$ cat config.mk
export PLATFORM = sky130hd
export DESIGN_NAME = bpm_port_logic
export DESIGN_NICKNAME = d
export VERILOG_FILES = /design/src/bpm_pkg.sv /design/src/bpm_sync.sv /design/src/bpm_port_logic.sv
export VERILOG_INCLUDE_DIRS = /design/src /design/src/src
export SDC_FILE = /design/constraint.sdc
export NUM_CORES = 1
export LEC_CHECK = 0
export BUFFER_PORTS_ARGS = -buffer_cell sky130_fd_sc_hd__buf_2
export CORE_MARGIN = 2
export CORE_UTILIZATION = 35
export DETAILED_ROUTE_END_ITERATION = 8
export PLACE_DENSITY = 0.65
export SLEW_MARGIN = 15
export SYNTH_ARGS = -nofsm -noshare
export SYNTH_HDL_FRONTEND = slang
export SYNTH_SLANG_ARGS = --single-unit
$ cat constraint.sdc
create_clock -name aclk -period 6.77 [get_ports aclk]
set_clock_uncertainty 0.2 [all_clocks]
set_input_delay 1.0155 -clock aclk [delete_from_list [all_inputs] [get_ports aclk]]
set_output_delay 1.0155 -clock aclk [all_outputs]
set_load 0.01 [all_outputs]
$ cat src/bpm_regs.svh
`ifndef BPM_REGS_SVH
`define BPM_REGS_SVH
// Summary of operation
// - Almost-full low at fill of depth minus X or more, high otherwise
// - Offset X loaded after reset from offset selects: 16, 12, 8 or 4
// - Almost-full released on second writing port edge after the read
// - Edges too close to the read slip one synchronizer cycle
// - Port A mail write stores port A bus into A-to-B mailbox
// - Port B write with both size selects high stores bus into B-to-A mailbox
// - Mailbox write drives its flag low; writes ignored while flag low
// - Port A drives queue output register, or B-to-A mailbox when mail selected
// - Port B drives queue output register, or A-to-B mailbox with both sizes high
// - Mailbox read sets that mailbox flag high on reading port edge
// - Mailbox read keeps contents; only accepted writes change them
// - Port B long, word and byte widths, big or little endian lanes
// - Size and endian selects registered each port B edge without mailbox select, applied next edge
// - Queues move whole long words; width matching skips mailboxes
// - Narrow reads show pieces in order from held long word
// - Read with changed width unloads fresh long word, dropping unread pieces
// - Unused port B output lanes during narrow reads carry no meaning
// - Narrow writes collect pieces; last piece commits whole long word
// - Write with changed width restarts assembly, losing uncommitted pieces
// - Port B mailbox access is immediate and keeps prior width selection
// - Four byte orders for queue data at any width, never for mailboxes
// - Swap codes: keep, reverse bytes, exchange halves, swap bytes within halves
// - Swap mode sampled at first piece and kept for whole long word
// - Reads swap then split; writes assemble then swap at commit

// Register offsets
`define BPM_OFF_STATUS 32'h0000_0000
`define BPM_OFF_CTRL 32'h0000_0004
`define BPM_OFF_MB_AB 32'h0000_0008
`define BPM_OFF_MB_BA 32'h0000_000C
// Control bit: write one frees both mailboxes
`define BPM_CTRL_MAIL_FREE 0
// Status fields
`define BPM_ST_OFFSET_LSB 0
`define BPM_ST_MB_AB_N 8
`define BPM_ST_MB_BA_N 9
`define BPM_ST_AF_A_N 10
`define BPM_ST_AF_B_N 11
`define BPM_ST_SIZE_LSB 12
`define BPM_ST_LE 14
// Reset values
`define BPM_FLAG_RESET 1'b1
`define BPM_QUEUE_DEPTH 64
// Offset presets
`define BPM_OFFSET_HH 7'h10
`define BPM_OFFSET_HL 7'h0C
`define BPM_OFFSET_LH 7'h08
`define BPM_OFFSET_LL 7'h04
// Synchroniser depth in clock cycles
`define BPM_SYNC_STAGES 2
// AXI responses
`define BPM_RESP_OKAY 2'b00
`define BPM_RESP_SLVERR 2'b10
`endif

$ cat src/bpm_pkg.sv
package bpm_pkg;
  // Port B width codes, high select bit first
  typedef enum logic [1:0] {
    BPM_LONG = 2'b00,
    BPM_BYTE = 2'b01,
    BPM_WORD = 2'b10,
    BPM_MAIL = 2'b11
  } bpm_width_e;

  // Byte order modes
  typedef enum logic [1:0] {
    BPM_SW_NONE = 2'b00,
    BPM_SW_REV = 2'b01,
    BPM_SW_HALF = 2'b10,
    BPM_SW_INNER = 2'b11
  } bpm_swap_e;

  // Port A pins besides its clock
  typedef struct packed {
    logic port_a_select_n;
    logic port_a_direction;
    logic port_a_strobe;
    logic port_a_mail_select;
    logic [35:0] data;
  } bpm_pa_s;

  // Port B pins besides its clock
  typedef struct packed {
    logic port_b_select_n;
    logic port_b_direction;
    logic port_b_strobe;
    bpm_width_e width_select;
    logic big_endian_select_n;
    bpm_swap_e swap_select;
    logic [35:0] data;
  } bpm_pb_s;

  // Whole state of the port logic
  typedef struct packed {
    logic run;
    logic [6:0] offset;
    logic afa_s1;
    logic afa_n;
    logic afb_s1;
    logic afb_n;
    logic [35:0] mb_ab;
    logic mb_ab_n;
    logic [35:0] mb_ba;
    logic mb_ba_n;
    logic [35:0] a_qreg;
    logic [35:0] a_dout;
    logic a_oe;
    logic a_push;
    logic [35:0] a_wdata;
    logic a_pop;
    bpm_width_e b_size;
    logic b_le;
    logic [35:0] rd_buf;
    logic [1:0] rd_left;
    bpm_width_e rd_size;
    logic [35:0] b_qreg;
    logic [35:0] b_dout;
    logic b_oe;
    logic b_pop;
    logic [35:0] wr_buf;
    logic [1:0] wr_cnt;
    bpm_width_e wr_size;
    bpm_swap_e wr_sw;
    logic b_push;
    logic [35:0] b_wdata;
    logic bvalid;
    logic [1:0] bresp;
    logic rvalid;
    logic [31:0] rdata;
    logic [1:0] rresp;
  } bpm_state_s;
endpackage : bpm_pkg

$ cat src/bpm_sync.sv
module bpm_sync
  import bpm_pkg::*;
#(
  parameter int W = 1,
  parameter int STAGES = 2
)
(
  input wire logic aclk,        // System clock
  input wire logic aresetn,     // Synchronous reset, active low
  input wire logic [W-1:0] raw, // Foreign signals, bit 0 may be a clock
  output logic [W-1:0] sync,    // Synchronised copy
  output logic rise             // Pulse on rising edge of bit 0
);
  // --------------------------------------------------------------
  // Checks
  // --------------------------------------------------------------
  if (STAGES < 2)
  begin : g_bad_stages
    $error("too few stages");
  end

  typedef struct packed {
    logic [STAGES-1:0][W-1:0] chain;
    logic last;
  } bpm_sync_s;

  bpm_sync_s s_q;
  bpm_sync_s s_d;

  // --------------------------------------------------------------
  // Chain
  // --------------------------------------------------------------
  // Shift chain; only the final stage is looked at
  always_comb
  begin
    s_d = s_q;
    s_d.chain = {s_q.chain[STAGES-2:0], raw};
    s_d.last = s_q.chain[STAGES-1][0];
  end

  // Chain runs through reset
  always_ff @(posedge aclk)
  begin
    s_q.chain <= s_d.chain;
    s_q.last <= aresetn ? s_d.last : 1'b1;
  end

  // Outputs from the final stage
  assign sync = s_q.chain[STAGES-1];
  assign rise = s_q.chain[STAGES-1][0] & ~s_q.last;
endmodule : bpm_sync

$ cat src/bpm_port_logic.sv
`include "bpm_regs.svh"

module bpm_port_logic
  import bpm_pkg::*;
#(
  parameter int DEPTH = `BPM_QUEUE_DEPTH
)
(
  input wire logic aclk,                    // System clock, 250 MHz
  input wire logic aresetn,                 // Synchronous reset, active low
  input wire logic [31:0] s_axi_awaddr,     // Write address
  input wire logic [2:0] s_axi_awprot,      // Write protection, unused
  input wire logic s_axi_awvalid,           // Write address valid
  output logic s_axi_awready,               // Write address ready
  input wire logic [31:0] s_axi_wdata,      // Write data
  input wire logic [3:0] s_axi_wstrb,       // Write strobes
  input wire logic s_axi_wvalid,            // Write data valid
  output logic s_axi_wready,                // Write data ready
  output logic [1:0] s_axi_bresp,           // Write response
  output logic s_axi_bvalid,                // Write response valid
  input wire logic s_axi_bready,            // Write response ready
  input wire logic [31:0] s_axi_araddr,     // Read address
  input wire logic [2:0] s_axi_arprot,      // Read protection, unused
  input wire logic s_axi_arvalid,           // Read address valid
  output logic s_axi_arready,               // Read address ready
  output logic [31:0] s_axi_rdata,          // Read data
  output logic [1:0] s_axi_rresp,           // Read response
  output logic s_axi_rvalid,                // Read data valid
  input wire logic s_axi_rready,            // Read data ready
  input wire logic offset_select_low_bit,   // Offset preset, low bit
  input wire logic offset_select_high_bit,  // Offset preset, high bit
  input wire logic port_a_clock,            // Port A clock pin
  input wire bpm_pa_s port_a_pins,          // Port A controls and input bus
  output logic [35:0] port_a_dout,          // Port A output bus
  output logic port_a_oe,                   // Port A drives its bus
  output logic port_a_almost_full_n,        // A-to-B queue almost full
  input wire logic port_b_clock,            // Port B clock pin
  input wire bpm_pb_s port_b_pins,          // Port B controls and input bus
  output logic [35:0] port_b_dout,          // Port B output bus
  output logic port_b_oe,                   // Port B drives its bus
  output logic port_b_almost_full_n,        // B-to-A queue almost full
  output logic mailbox_a_to_b_flag_n,       // A-to-B mailbox holds mail
  output logic mailbox_b_to_a_flag_n,       // B-to-A mailbox holds mail
  input wire logic [6:0] queue_a_to_b_fill, // A-to-B queue word count
  input wire logic [35:0] queue_a_to_b_head,// A-to-B queue head word
  output logic queue_a_to_b_push,           // Write pulse into A-to-B queue
  output logic [35:0] queue_a_to_b_wdata,   // Word for A-to-B queue
  output logic queue_a_to_b_pop,            // Take A-to-B head
  input wire logic [6:0] queue_b_to_a_fill, // B-to-A queue word count
  input wire logic [35:0] queue_b_to_a_head,// B-to-A queue head word
  output logic queue_b_to_a_push,           // Write pulse into B-to-A queue
  output logic [35:0] queue_b_to_a_wdata,   // Word for B-to-A queue
  output logic queue_b_to_a_pop             // Take B-to-A head
);
  // --------------------------------------------------------------
  // Checks and constants
  // --------------------------------------------------------------
  if (DEPTH < 17 || DEPTH > 127)
  begin : g_bad_depth
    $error("depth out of range");
  end

  localparam logic [6:0] DEPTH7 = 7'(DEPTH);

  // --------------------------------------------------------------
  // Functions
  // --------------------------------------------------------------
  // Offset preset from the two select pins
  function automatic logic [6:0] offset_decode(input logic [1:0] sel);
    case (sel)
      2'b11: offset_decode = `BPM_OFFSET_HH;
      2'b10: offset_decode = `BPM_OFFSET_HL;
      2'b01: offset_decode = `BPM_OFFSET_LH;
      default: offset_decode = `BPM_OFFSET_LL;
    endcase
  endfunction : offset_decode

  // Fill at or above depth minus offset
  function automatic logic af_raw(input logic [6:0] fill, input logic [6:0] off);
    af_raw = fill >= (DEPTH7 - off);
  endfunction : af_raw

  // Byte order rearrangement, bits inside a byte kept
  function automatic logic [35:0] swap(input logic [35:0] w, input bpm_swap_e m);
    case (m)
      BPM_SW_REV: swap = {w[8:0], w[17:9], w[26:18], w[35:27]};
      BPM_SW_HALF: swap = {w[17:0], w[35:18]};
      BPM_SW_INNER: swap = {w[26:18], w[35:27], w[8:0], w[17:9]};
      default: swap = w;
    endcase
  endfunction : swap

  // Index of last piece for a width
  function automatic logic [1:0] last_idx(input bpm_width_e sz);
    case (sz)
      BPM_WORD: last_idx = 2'h1;
      BPM_BYTE: last_idx = 2'h3;
      default: last_idx = 2'h0;
    endcase
  endfunction : last_idx

  // Piece on active lanes, copied to idle ones
  function automatic logic [35:0] lane_out(input logic [35:0] w, input bpm_width_e sz,
                                           input logic le);
    case (sz)
      BPM_WORD: lane_out = le ? {2{w[17:0]}} : {2{w[35:18]}};
      BPM_BYTE: lane_out = le ? {4{w[8:0]}} : {4{w[35:27]}};
      default: lane_out = w;
    endcase
  endfunction : lane_out

  // Drop shown piece, next one moves in place
  function automatic logic [35:0] lane_shift(input logic [35:0] w, input bpm_width_e sz,
                                             input logic le);
    case (sz)
      BPM_WORD: lane_shift = le ? {18'h0_0000, w[35:18]} : {w[17:0], 18'h0_0000};
      BPM_BYTE: lane_shift = le ? {9'h000, w[35:9]} : {w[26:0], 9'h000};
      default: lane_shift = w;
    endcase
  endfunction : lane_shift

  // Fold one incoming piece into the assembly word
  function automatic logic [35:0] lane_insert(input logic [35:0] acc, input logic [35:0] bus,
                                              input bpm_width_e sz, input logic le);
    case (sz)
      BPM_WORD: lane_insert = le ? {bus[17:0], acc[35:18]} : {acc[17:0], bus[35:18]};
      BPM_BYTE: lane_insert = le ? {bus[8:0], acc[35:9]} : {acc[26:0], bus[35:27]};
      default: lane_insert = bus;
    endcase
  endfunction : lane_insert

  // --------------------------------------------------------------
  // Pin synchronisers
  // --------------------------------------------------------------
  logic [40:0] a_sync;
  logic [44:0] b_sync;
  logic [1:0] off_sync;
  logic pa_rise;
  logic pb_rise;
  bpm_pa_s pa;
  bpm_pb_s pb;

  // Edges landing close to a read slip one cycle here
  bpm_sync #(.W(41), .STAGES(`BPM_SYNC_STAGES)) u_sync_a (
    .aclk(aclk),
    .aresetn(aresetn),
    .raw({port_a_pins, port_a_clock}),
    .sync(a_sync),
    .rise(pa_rise)
  );

  bpm_sync #(.W(45), .STAGES(`BPM_SYNC_STAGES)) u_sync_b (
    .aclk(aclk),
    .aresetn(aresetn),
    .raw({port_b_pins, port_b_clock}),
    .sync(b_sync),
    .rise(pb_rise)
  );

  bpm_sync #(.W(2), .STAGES(`BPM_SYNC_STAGES)) u_sync_off (
    .aclk(aclk),
    .aresetn(aresetn),
    .raw({offset_select_high_bit, offset_select_low_bit}),
    .sync(off_sync),
    .rise()
  );

  // Pin bundles as seen after synchronisation
  assign pa = a_sync[40:1];
  assign pb = b_sync[44:1];

  // --------------------------------------------------------------
  // Next state
  // --------------------------------------------------------------
  bpm_state_s s_q;
  bpm_state_s s_d;

  always_comb
  begin
    logic ab_wr;
    logic ab_rd;
    logic ba_wr;
    logic ba_rd;
    logic mail_free;
    logic mail_b;
    logic [1:0] wcnt;
    logic [35:0] wbuf;
    logic [35:0] fresh;
    bpm_swap_e wsw;
    ab_wr = 1'b0;
    ab_rd = 1'b0;
    ba_wr = 1'b0;
    ba_rd = 1'b0;
    mail_free = 1'b0;
    mail_b = pb.width_select == BPM_MAIL;
    wcnt = 2'h0;
    wbuf = s_q.wr_buf;
    fresh = '0;
    wsw = s_q.wr_sw;
    s_d = s_q;
    s_d.a_push = 1'b0;
    s_d.a_pop = 1'b0;
    s_d.b_push = 1'b0;
    s_d.b_pop = 1'b0;

    // Offset loaded on first cycle after reset
    if (!s_q.run)
    begin
      s_d.run = 1'b1;
      s_d.offset = offset_decode(off_sync);
    end

    // Almost-full flags: set at once, released through two writer edges
    if (pa_rise)
    begin
      s_d.afa_s1 = af_raw(queue_a_to_b_fill, s_q.offset);
      s_d.afa_n = ~(af_raw(queue_a_to_b_fill, s_q.offset) | s_q.afa_s1);
    end
    if (pb_rise)
    begin
      s_d.afb_s1 = af_raw(queue_b_to_a_fill, s_q.offset);
      s_d.afb_n = ~(af_raw(queue_b_to_a_fill, s_q.offset) | s_q.afb_s1);
    end

    // Port A transfers
    if (pa_rise && !pa.port_a_select_n && pa.port_a_strobe)
    begin
      if (pa.port_a_direction)
      begin
        if (pa.port_a_mail_select)
          ab_wr = s_q.mb_ab_n;
        else if (queue_a_to_b_fill < DEPTH7)
        begin
          s_d.a_push = 1'b1;
          s_d.a_wdata = pa.data;
        end
      end
      else if (pa.port_a_mail_select)
        ba_rd = 1'b1;
      else if (queue_b_to_a_fill != 7'h00)
      begin
        s_d.a_pop = 1'b1;
        s_d.a_qreg = queue_b_to_a_head;
      end
    end

    // Port B transfers
    if (pb_rise)
    begin
      // Width latched each edge, held across mailbox access
      if (!mail_b)
      begin
        s_d.b_size = pb.width_select;
        s_d.b_le = pb.big_endian_select_n;
      end
      if (!pb.port_b_select_n && pb.port_b_strobe)
      begin
        if (mail_b)
        begin
          if (pb.port_b_direction)
            ba_wr = s_q.mb_ba_n;
          else
            ab_rd = 1'b1;
        end
        else if (!pb.port_b_direction)
        begin
          // Queue read: new long word when width changed or pieces used up
          if (s_q.b_size != s_q.rd_size || s_q.rd_left == 2'h0)
          begin
            if (queue_a_to_b_fill != 7'h00)
            begin
              fresh = swap(queue_a_to_b_head, pb.swap_select);
              s_d.b_pop = 1'b1;
              s_d.rd_size = s_q.b_size;
              s_d.rd_left = last_idx(s_q.b_size);
              s_d.b_qreg = lane_out(fresh, s_q.b_size, s_q.b_le);
              s_d.rd_buf = lane_shift(fresh, s_q.b_size, s_q.b_le);
            end
          end
          else
          begin
            s_d.rd_left = s_q.rd_left - 2'h1;
            s_d.b_qreg = lane_out(s_q.rd_buf, s_q.b_size, s_q.b_le);
            s_d.rd_buf = lane_shift(s_q.rd_buf, s_q.b_size, s_q.b_le);
          end
        end
        else
        begin
          // Queue write: assemble pieces, restart on width change
          wcnt = (s_q.b_size != s_q.wr_size) ? 2'h0 : s_q.wr_cnt;
          wbuf = lane_insert(s_q.wr_buf, pb.data, s_q.b_size, s_q.b_le);
          wsw = (wcnt == 2'h0) ? pb.swap_select : s_q.wr_sw;
          s_d.wr_size = s_q.b_size;
          s_d.wr_sw = wsw;
          s_d.wr_buf = wbuf;
          if (wcnt == last_idx(s_q.b_size))
          begin
            s_d.wr_cnt = 2'h0;
            if (queue_b_to_a_fill < DEPTH7)
            begin
              s_d.b_push = 1'b1;
              s_d.b_wdata = swap(wbuf, wsw);
            end
          end
          else
            s_d.wr_cnt = wcnt + 2'h1;
        end
      end
    end

    // Register writes
    if (s_axi_awvalid && s_axi_wvalid && !s_q.bvalid)
    begin
      s_d.bvalid = 1'b1;
      s_d.bresp = `BPM_RESP_OKAY;
      if (s_axi_awaddr == `BPM_OFF_CTRL)
        mail_free = s_axi_wstrb[0] & s_axi_wdata[`BPM_CTRL_MAIL_FREE];
      else if (s_axi_awaddr != `BPM_OFF_STATUS && s_axi_awaddr != `BPM_OFF_MB_AB &&
               s_axi_awaddr != `BPM_OFF_MB_BA)
        s_d.bresp = `BPM_RESP_SLVERR;
    end
    else if (s_q.bvalid && s_axi_bready)
      s_d.bvalid = 1'b0;

    // Register reads
    if (s_axi_arvalid && !s_q.rvalid)
    begin
      s_d.rvalid = 1'b1;
      s_d.rresp = `BPM_RESP_OKAY;
      s_d.rdata = 32'h0000_0000;
      if (s_axi_araddr == `BPM_OFF_STATUS)
      begin
        s_d.rdata[`BPM_ST_OFFSET_LSB +: 7] = s_q.offset;
        s_d.rdata[`BPM_ST_MB_AB_N] = s_q.mb_ab_n;
        s_d.rdata[`BPM_ST_MB_BA_N] = s_q.mb_ba_n;
        s_d.rdata[`BPM_ST_AF_A_N] = s_q.afa_n;
        s_d.rdata[`BPM_ST_AF_B_N] = s_q.afb_n;
        s_d.rdata[`BPM_ST_SIZE_LSB +: 2] = s_q.b_size;
        s_d.rdata[`BPM_ST_LE] = s_q.b_le;
      end
      else if (s_axi_araddr == `BPM_OFF_MB_AB)
        s_d.rdata = s_q.mb_ab[31:0];
      else if (s_axi_araddr == `BPM_OFF_MB_BA)
        s_d.rdata = s_q.mb_ba[31:0];
      else if (s_axi_araddr != `BPM_OFF_CTRL)
        s_d.rresp = `BPM_RESP_SLVERR;
    end
    else if (s_q.rvalid && s_axi_rready)
      s_d.rvalid = 1'b0;

    // Mailboxes: arriving mail beats a read or free
    if (ab_wr)
      s_d.mb_ab = pa.data;
    if (ba_wr)
      s_d.mb_ba = pb.data;
    s_d.mb_ab_n = ab_wr ? 1'b0 : ((ab_rd | mail_free) ? 1'b1 : s_q.mb_ab_n);
    s_d.mb_ba_n = ba_wr ? 1'b0 : ((ba_rd | mail_free) ? 1'b1 : s_q.mb_ba_n);

    // Output buses, mailbox data never swapped or sized
    s_d.a_oe = ~pa.port_a_select_n & ~pa.port_a_direction;
    s_d.a_dout = pa.port_a_mail_select ? s_q.mb_ba : s_q.a_qreg;
    s_d.b_oe = ~pb.port_b_select_n & ~pb.port_b_direction;
    s_d.b_dout = mail_b ? s_q.mb_ab : s_q.b_qreg;
  end

  // --------------------------------------------------------------
  // State register
  // --------------------------------------------------------------
  always_ff @(posedge aclk)
  begin
    if (!aresetn)
    begin
      s_q <= '0;
      s_q.afa_n <= `BPM_FLAG_RESET;
      s_q.afb_n <= `BPM_FLAG_RESET;
      s_q.mb_ab_n <= `BPM_FLAG_RESET;
      s_q.mb_ba_n <= `BPM_FLAG_RESET;
    end
    else
      s_q <= s_d;
  end

  // --------------------------------------------------------------
  // Outputs
  // --------------------------------------------------------------
  // Bus handshakes
  assign s_axi_awready = s_axi_awvalid & s_axi_wvalid & ~s_q.bvalid;
  assign s_axi_wready = s_axi_awvalid & s_axi_wvalid & ~s_q.bvalid;
  assign s_axi_bvalid = s_q.bvalid;
  assign s_axi_bresp = s_q.bresp;
  assign s_axi_arready = ~s_q.rvalid;
  assign s_axi_rvalid = s_q.rvalid;
  assign s_axi_rdata = s_q.rdata;
  assign s_axi_rresp = s_q.rresp;

  // Port pins and flags
  assign port_a_dout = s_q.a_dout;
  assign port_a_oe = s_q.a_oe;
  assign port_a_almost_full_n = s_q.afa_n;
  assign port_b_dout = s_q.b_dout;
  assign port_b_oe = s_q.b_oe;
  assign port_b_almost_full_n = s_q.afb_n;
  assign mailbox_a_to_b_flag_n = s_q.mb_ab_n;
  assign mailbox_b_to_a_flag_n = s_q.mb_ba_n;

  // Queue side strobes
  assign queue_a_to_b_push = s_q.a_push;
  assign queue_a_to_b_wdata = s_q.a_wdata;
  assign queue_a_to_b_pop = s_q.b_pop;
  assign queue_b_to_a_push = s_q.b_push;
  assign queue_b_to_a_wdata = s_q.b_wdata;
  assign queue_b_to_a_pop = s_q.a_pop;
endmodule : bpm_port_logic

==> flow_metrics.py <==
metrics = {
    "final_layout": {
        "fill_cells": 7701,
        "final_nets": 3418,
        "syn2layout_area_growth_pct": 14.0,
        "drive_gt1_frac": 0.237,
        "regArea_um2": 12100,
        "utilization": 0.404,
        "multi_input_area_um2": 12600,
    },
    "floorplanning": {
        "coreArea_um2": 76300,
        "die_h_um": 282,
        "dieArea_um2": 79600,
        "start_util": 0.355,
        "io_pins": 482,
        "row_count": 101,
        "fp.dieW_um": 282,
    },
    "yosys": {
        "yosysWarnings": 0,
        "ys_seq_area_frac": 0.446,
        "synth.top_cells.by_area": "dfxtp_1 45%, mux2i_1 6.9%, nand2_1 6.6%",
        "async_flop_share": 0,
        "synth_seq_cells": 603,
        "yosysTopAreaCell": "dfxtp_1",
        "synth_top_area_share": 0.446,
        "synth_edf_count": 0,
        "synth_most_common_cell": "dfxtp_1",
        "synth.avg_cell_area_um2": 9.06,
        "synth_ff_type": "dfxtp_1",
        "syn_area_um2": 27100,
        "yosysUniqueCellTypes": 66,
        "synth_commonest_cells": "603 x dfxtp_1, 477 x nand2_1, 266 x a21oi_1",
        "syn_inst": 2989,
    },
    "sta": {
        "hold_viol_final": 0,
        "slew_headroom": 0.240,
        "max_freq_mhz": 218,
        "finalMaxSlewViolations": 0,
        "timing_worst_slew_pin_value_ps": 1140,
        "rsz0062_at_grt": "no",
        "setup_viol": 0,
        "setup_tns_ps": 0,
        "fin_ws_ps": 2180,
        "final.period_utilization": 0.678,
        "min_period_ps": 4590,
    },
    "place": {
        "io_buffers": 439,
        "gp_congestion": 0.888,
        "dp_hpwl_um": 65400,
        "post-place-ws_ps": 2080,
    },
    "detailed_routing": {
        "wl_um": 92200,
        "wl_per_cell_um": 22.0,
        "viasPerCell": 5.40,
        "dr_total_vias": 22665,
        "drt-initial-drc-count": 2094,
        "first_pass_iters": 6,
        "ant_nets": 0,
        "drc": 0,
    },
    "global_routing": {
        "grt_max_degree": 119,
        "grt_pass1_wl_um": 133000,
        "overflow": 0,
        "antenna_found_initial": 13,
        "grt_use_total": 0.222,
        "grt_pass1_vias": 20898,
    },
    "flow_run": {
        "cap_violations": 0,
    },
    "clock_network": {
        "cts_sinks": 603,
        "post_cts_buffers": 0,
        "numCtsBuffers": 69,
        "cts_tree": "done",
        "clkLatencyLatePin_ps": 610,
        "clk_path_buf_depth": 3,
        "path_clk_slew_ps": 60,
        "post_cts_resized": 0,
        "holdBufCountCts": 0,
        "cts-root-buf": "clkbuf_16",
        "cts_max_level": 3,
    },
    "power_and_ir_drop": {
        "p_clk_frac": 0.471,
        "pwr-share-comb": 0.078,
        "switching_power_w": 0.00200,
        "total_power_w": 0.00817,
        "switching_share": 0.244,
        "power_per_cell_area_nw_per_um2": 265,
        "ir_drop_uv": 242,
        "leakagePower_nw": 12.1,
        "internal_power_w": 0.00618,
        "p_seq_frac": 0.451,
    },
    "worst_setup_path": {
        "criticalPathCategory": "reg -> reg",
        "critPathRequiredTime_ps": 7080,
        "endpoint_kind": "register",
        "cp_max_fo": 42,
        "startpoint_type": "register",
        "worstPathArrival_ps": 4900,
    },
    "outcome": {
        "status": "completed",
    },
    "hold_path": {
        "hp-class": "reg -> reg",
    },
}
[cell type report]
type / count / share of cell area
inverter: 20 / 0.00268
clock inverter: 37 / 0.0137
sequential: 603 / 0.391
antenna: 2 / 0.000162
clock buffer: 86 / 0.0626
tap: 1030 / 0.0418
multi-input combinational: 1940 / 0.407
timing repair buffer: 477 / 0.0805
[layer usage]
layer | track usage | part of all wire | vias up
met2 | 0.378 | 0.48 | 870
met1 | 0.274 | 0.40 | 10818
li1 | - | - | 10778
met4 | 0.0940 | 0.043 | 8
met3 | 0.0429 | 0.067 | 191
met5 | 0 | 0.00059 | -
[per-stage QoR]
step	hold slack [ps]	instances	area [um^2]
3_5_place_dp	112	4069	28500
5_1_grt	129	4194	30900
3_3_place_gp	111	4069	28500
4_1_cts	120	4192	30800
2_1_floorplan	110	2990	27100
6_report	114	4195	30900
[registers in the layout, indices dropped and copies added (netlist names), 2 cells and up]
name                flops
u_sync_a.sync          41
port_a_dout            36
port_b_dout            36
u_sync_b.sync          45
queue_b_to_a_wdata     36
u_sync_a.s_d           41
u_sync_b.s_d           45
queue_a_to_b_wdata     36
s_q                   235
s_axi_rdata            32
u_sync_off.sync         2
u_sync_off.s_d          2
[worst max-delay path: stages (launching register included)]
cell,delay [ps]
dfxtp_1,640
inv_1,100
ha_2,900
inv_2,550
o32a_1,480
buf_4,260
or4b_2,1030
o221ai_1,320
[path summary, 6_finish.rpt]
check	from	to	slack, ps	cells past startpoint
worst min register to register	u_sync_a.s_d[50]$_DFF_P_	u_sync_a.sync[8]$_DFF_P_	110	0
worst max register to register	s_q[232]$_SDFFE_PN0P_	queue_b_to_a_wdata[2]$_SDFFE_PN0P_	2180	7
worst max-delay path	s_q[232]$_SDFFE_PN0P_	queue_b_to_a_wdata[2]$_SDFFE_PN0P_	2180	7
worst min-delay path	u_sync_a.s_d[50]$_DFF_P_	u_sync_a.sync[8]$_DFF_P_	110	0
[power by group through the flow]
stage	clock, W	sequential, W	combinational [W]
floorplan	0	0.00373	0.000421
global placement	0	0.00376	0.000626
detailed placement	0	0.00376	0.000632
CTS	0.00393	0.00368	0.000634
global route	0.00408	0.00369	0.000691
finish	0.00385	0.00368	0.000639
[placed cells by master, fill, tap and decap left out, types with 16 or more instances in the layout]
master,netlist,final
a31oi_1,21,21
o211ai_1,54,54
nand2_1,477,477
buf_2,36,439
o22ai_1,25,25
clkbuf_16,0,71
mux2_2,76,76
clkinv_2,0,16
a21oi_1,266,265
nor4_1,17,16
inv_1,19,18
nor2_1,191,189
a221oi_1,51,51
nor3_1,85,82
mux2i_1,186,185
o221ai_1,51,51
o311a_1,28,28
nand3_1,37,37
buf_4,190,37
a211o_1,17,17
mux4_2,37,37
dfxtp_1,603,599
ha_1,20,18
o21ai_0,118,118
a22oi_1,54,54
[cells by family (layout without fill, tap and decap cells)]
group	after synthesis	after routing	share of synthesized area
compound gates	755	755	0.184
fa+ha+maj	20	20	0.00924
xor+xnor	6	6	0.00374
flops	603	603	0.446
simple gates	858	858	0.133
mux	299	299	0.131
other cells	1	4	0.000138
buf+inv	447	620	0.0928
No activity file was read; power rests on OpenSTA's default activity.
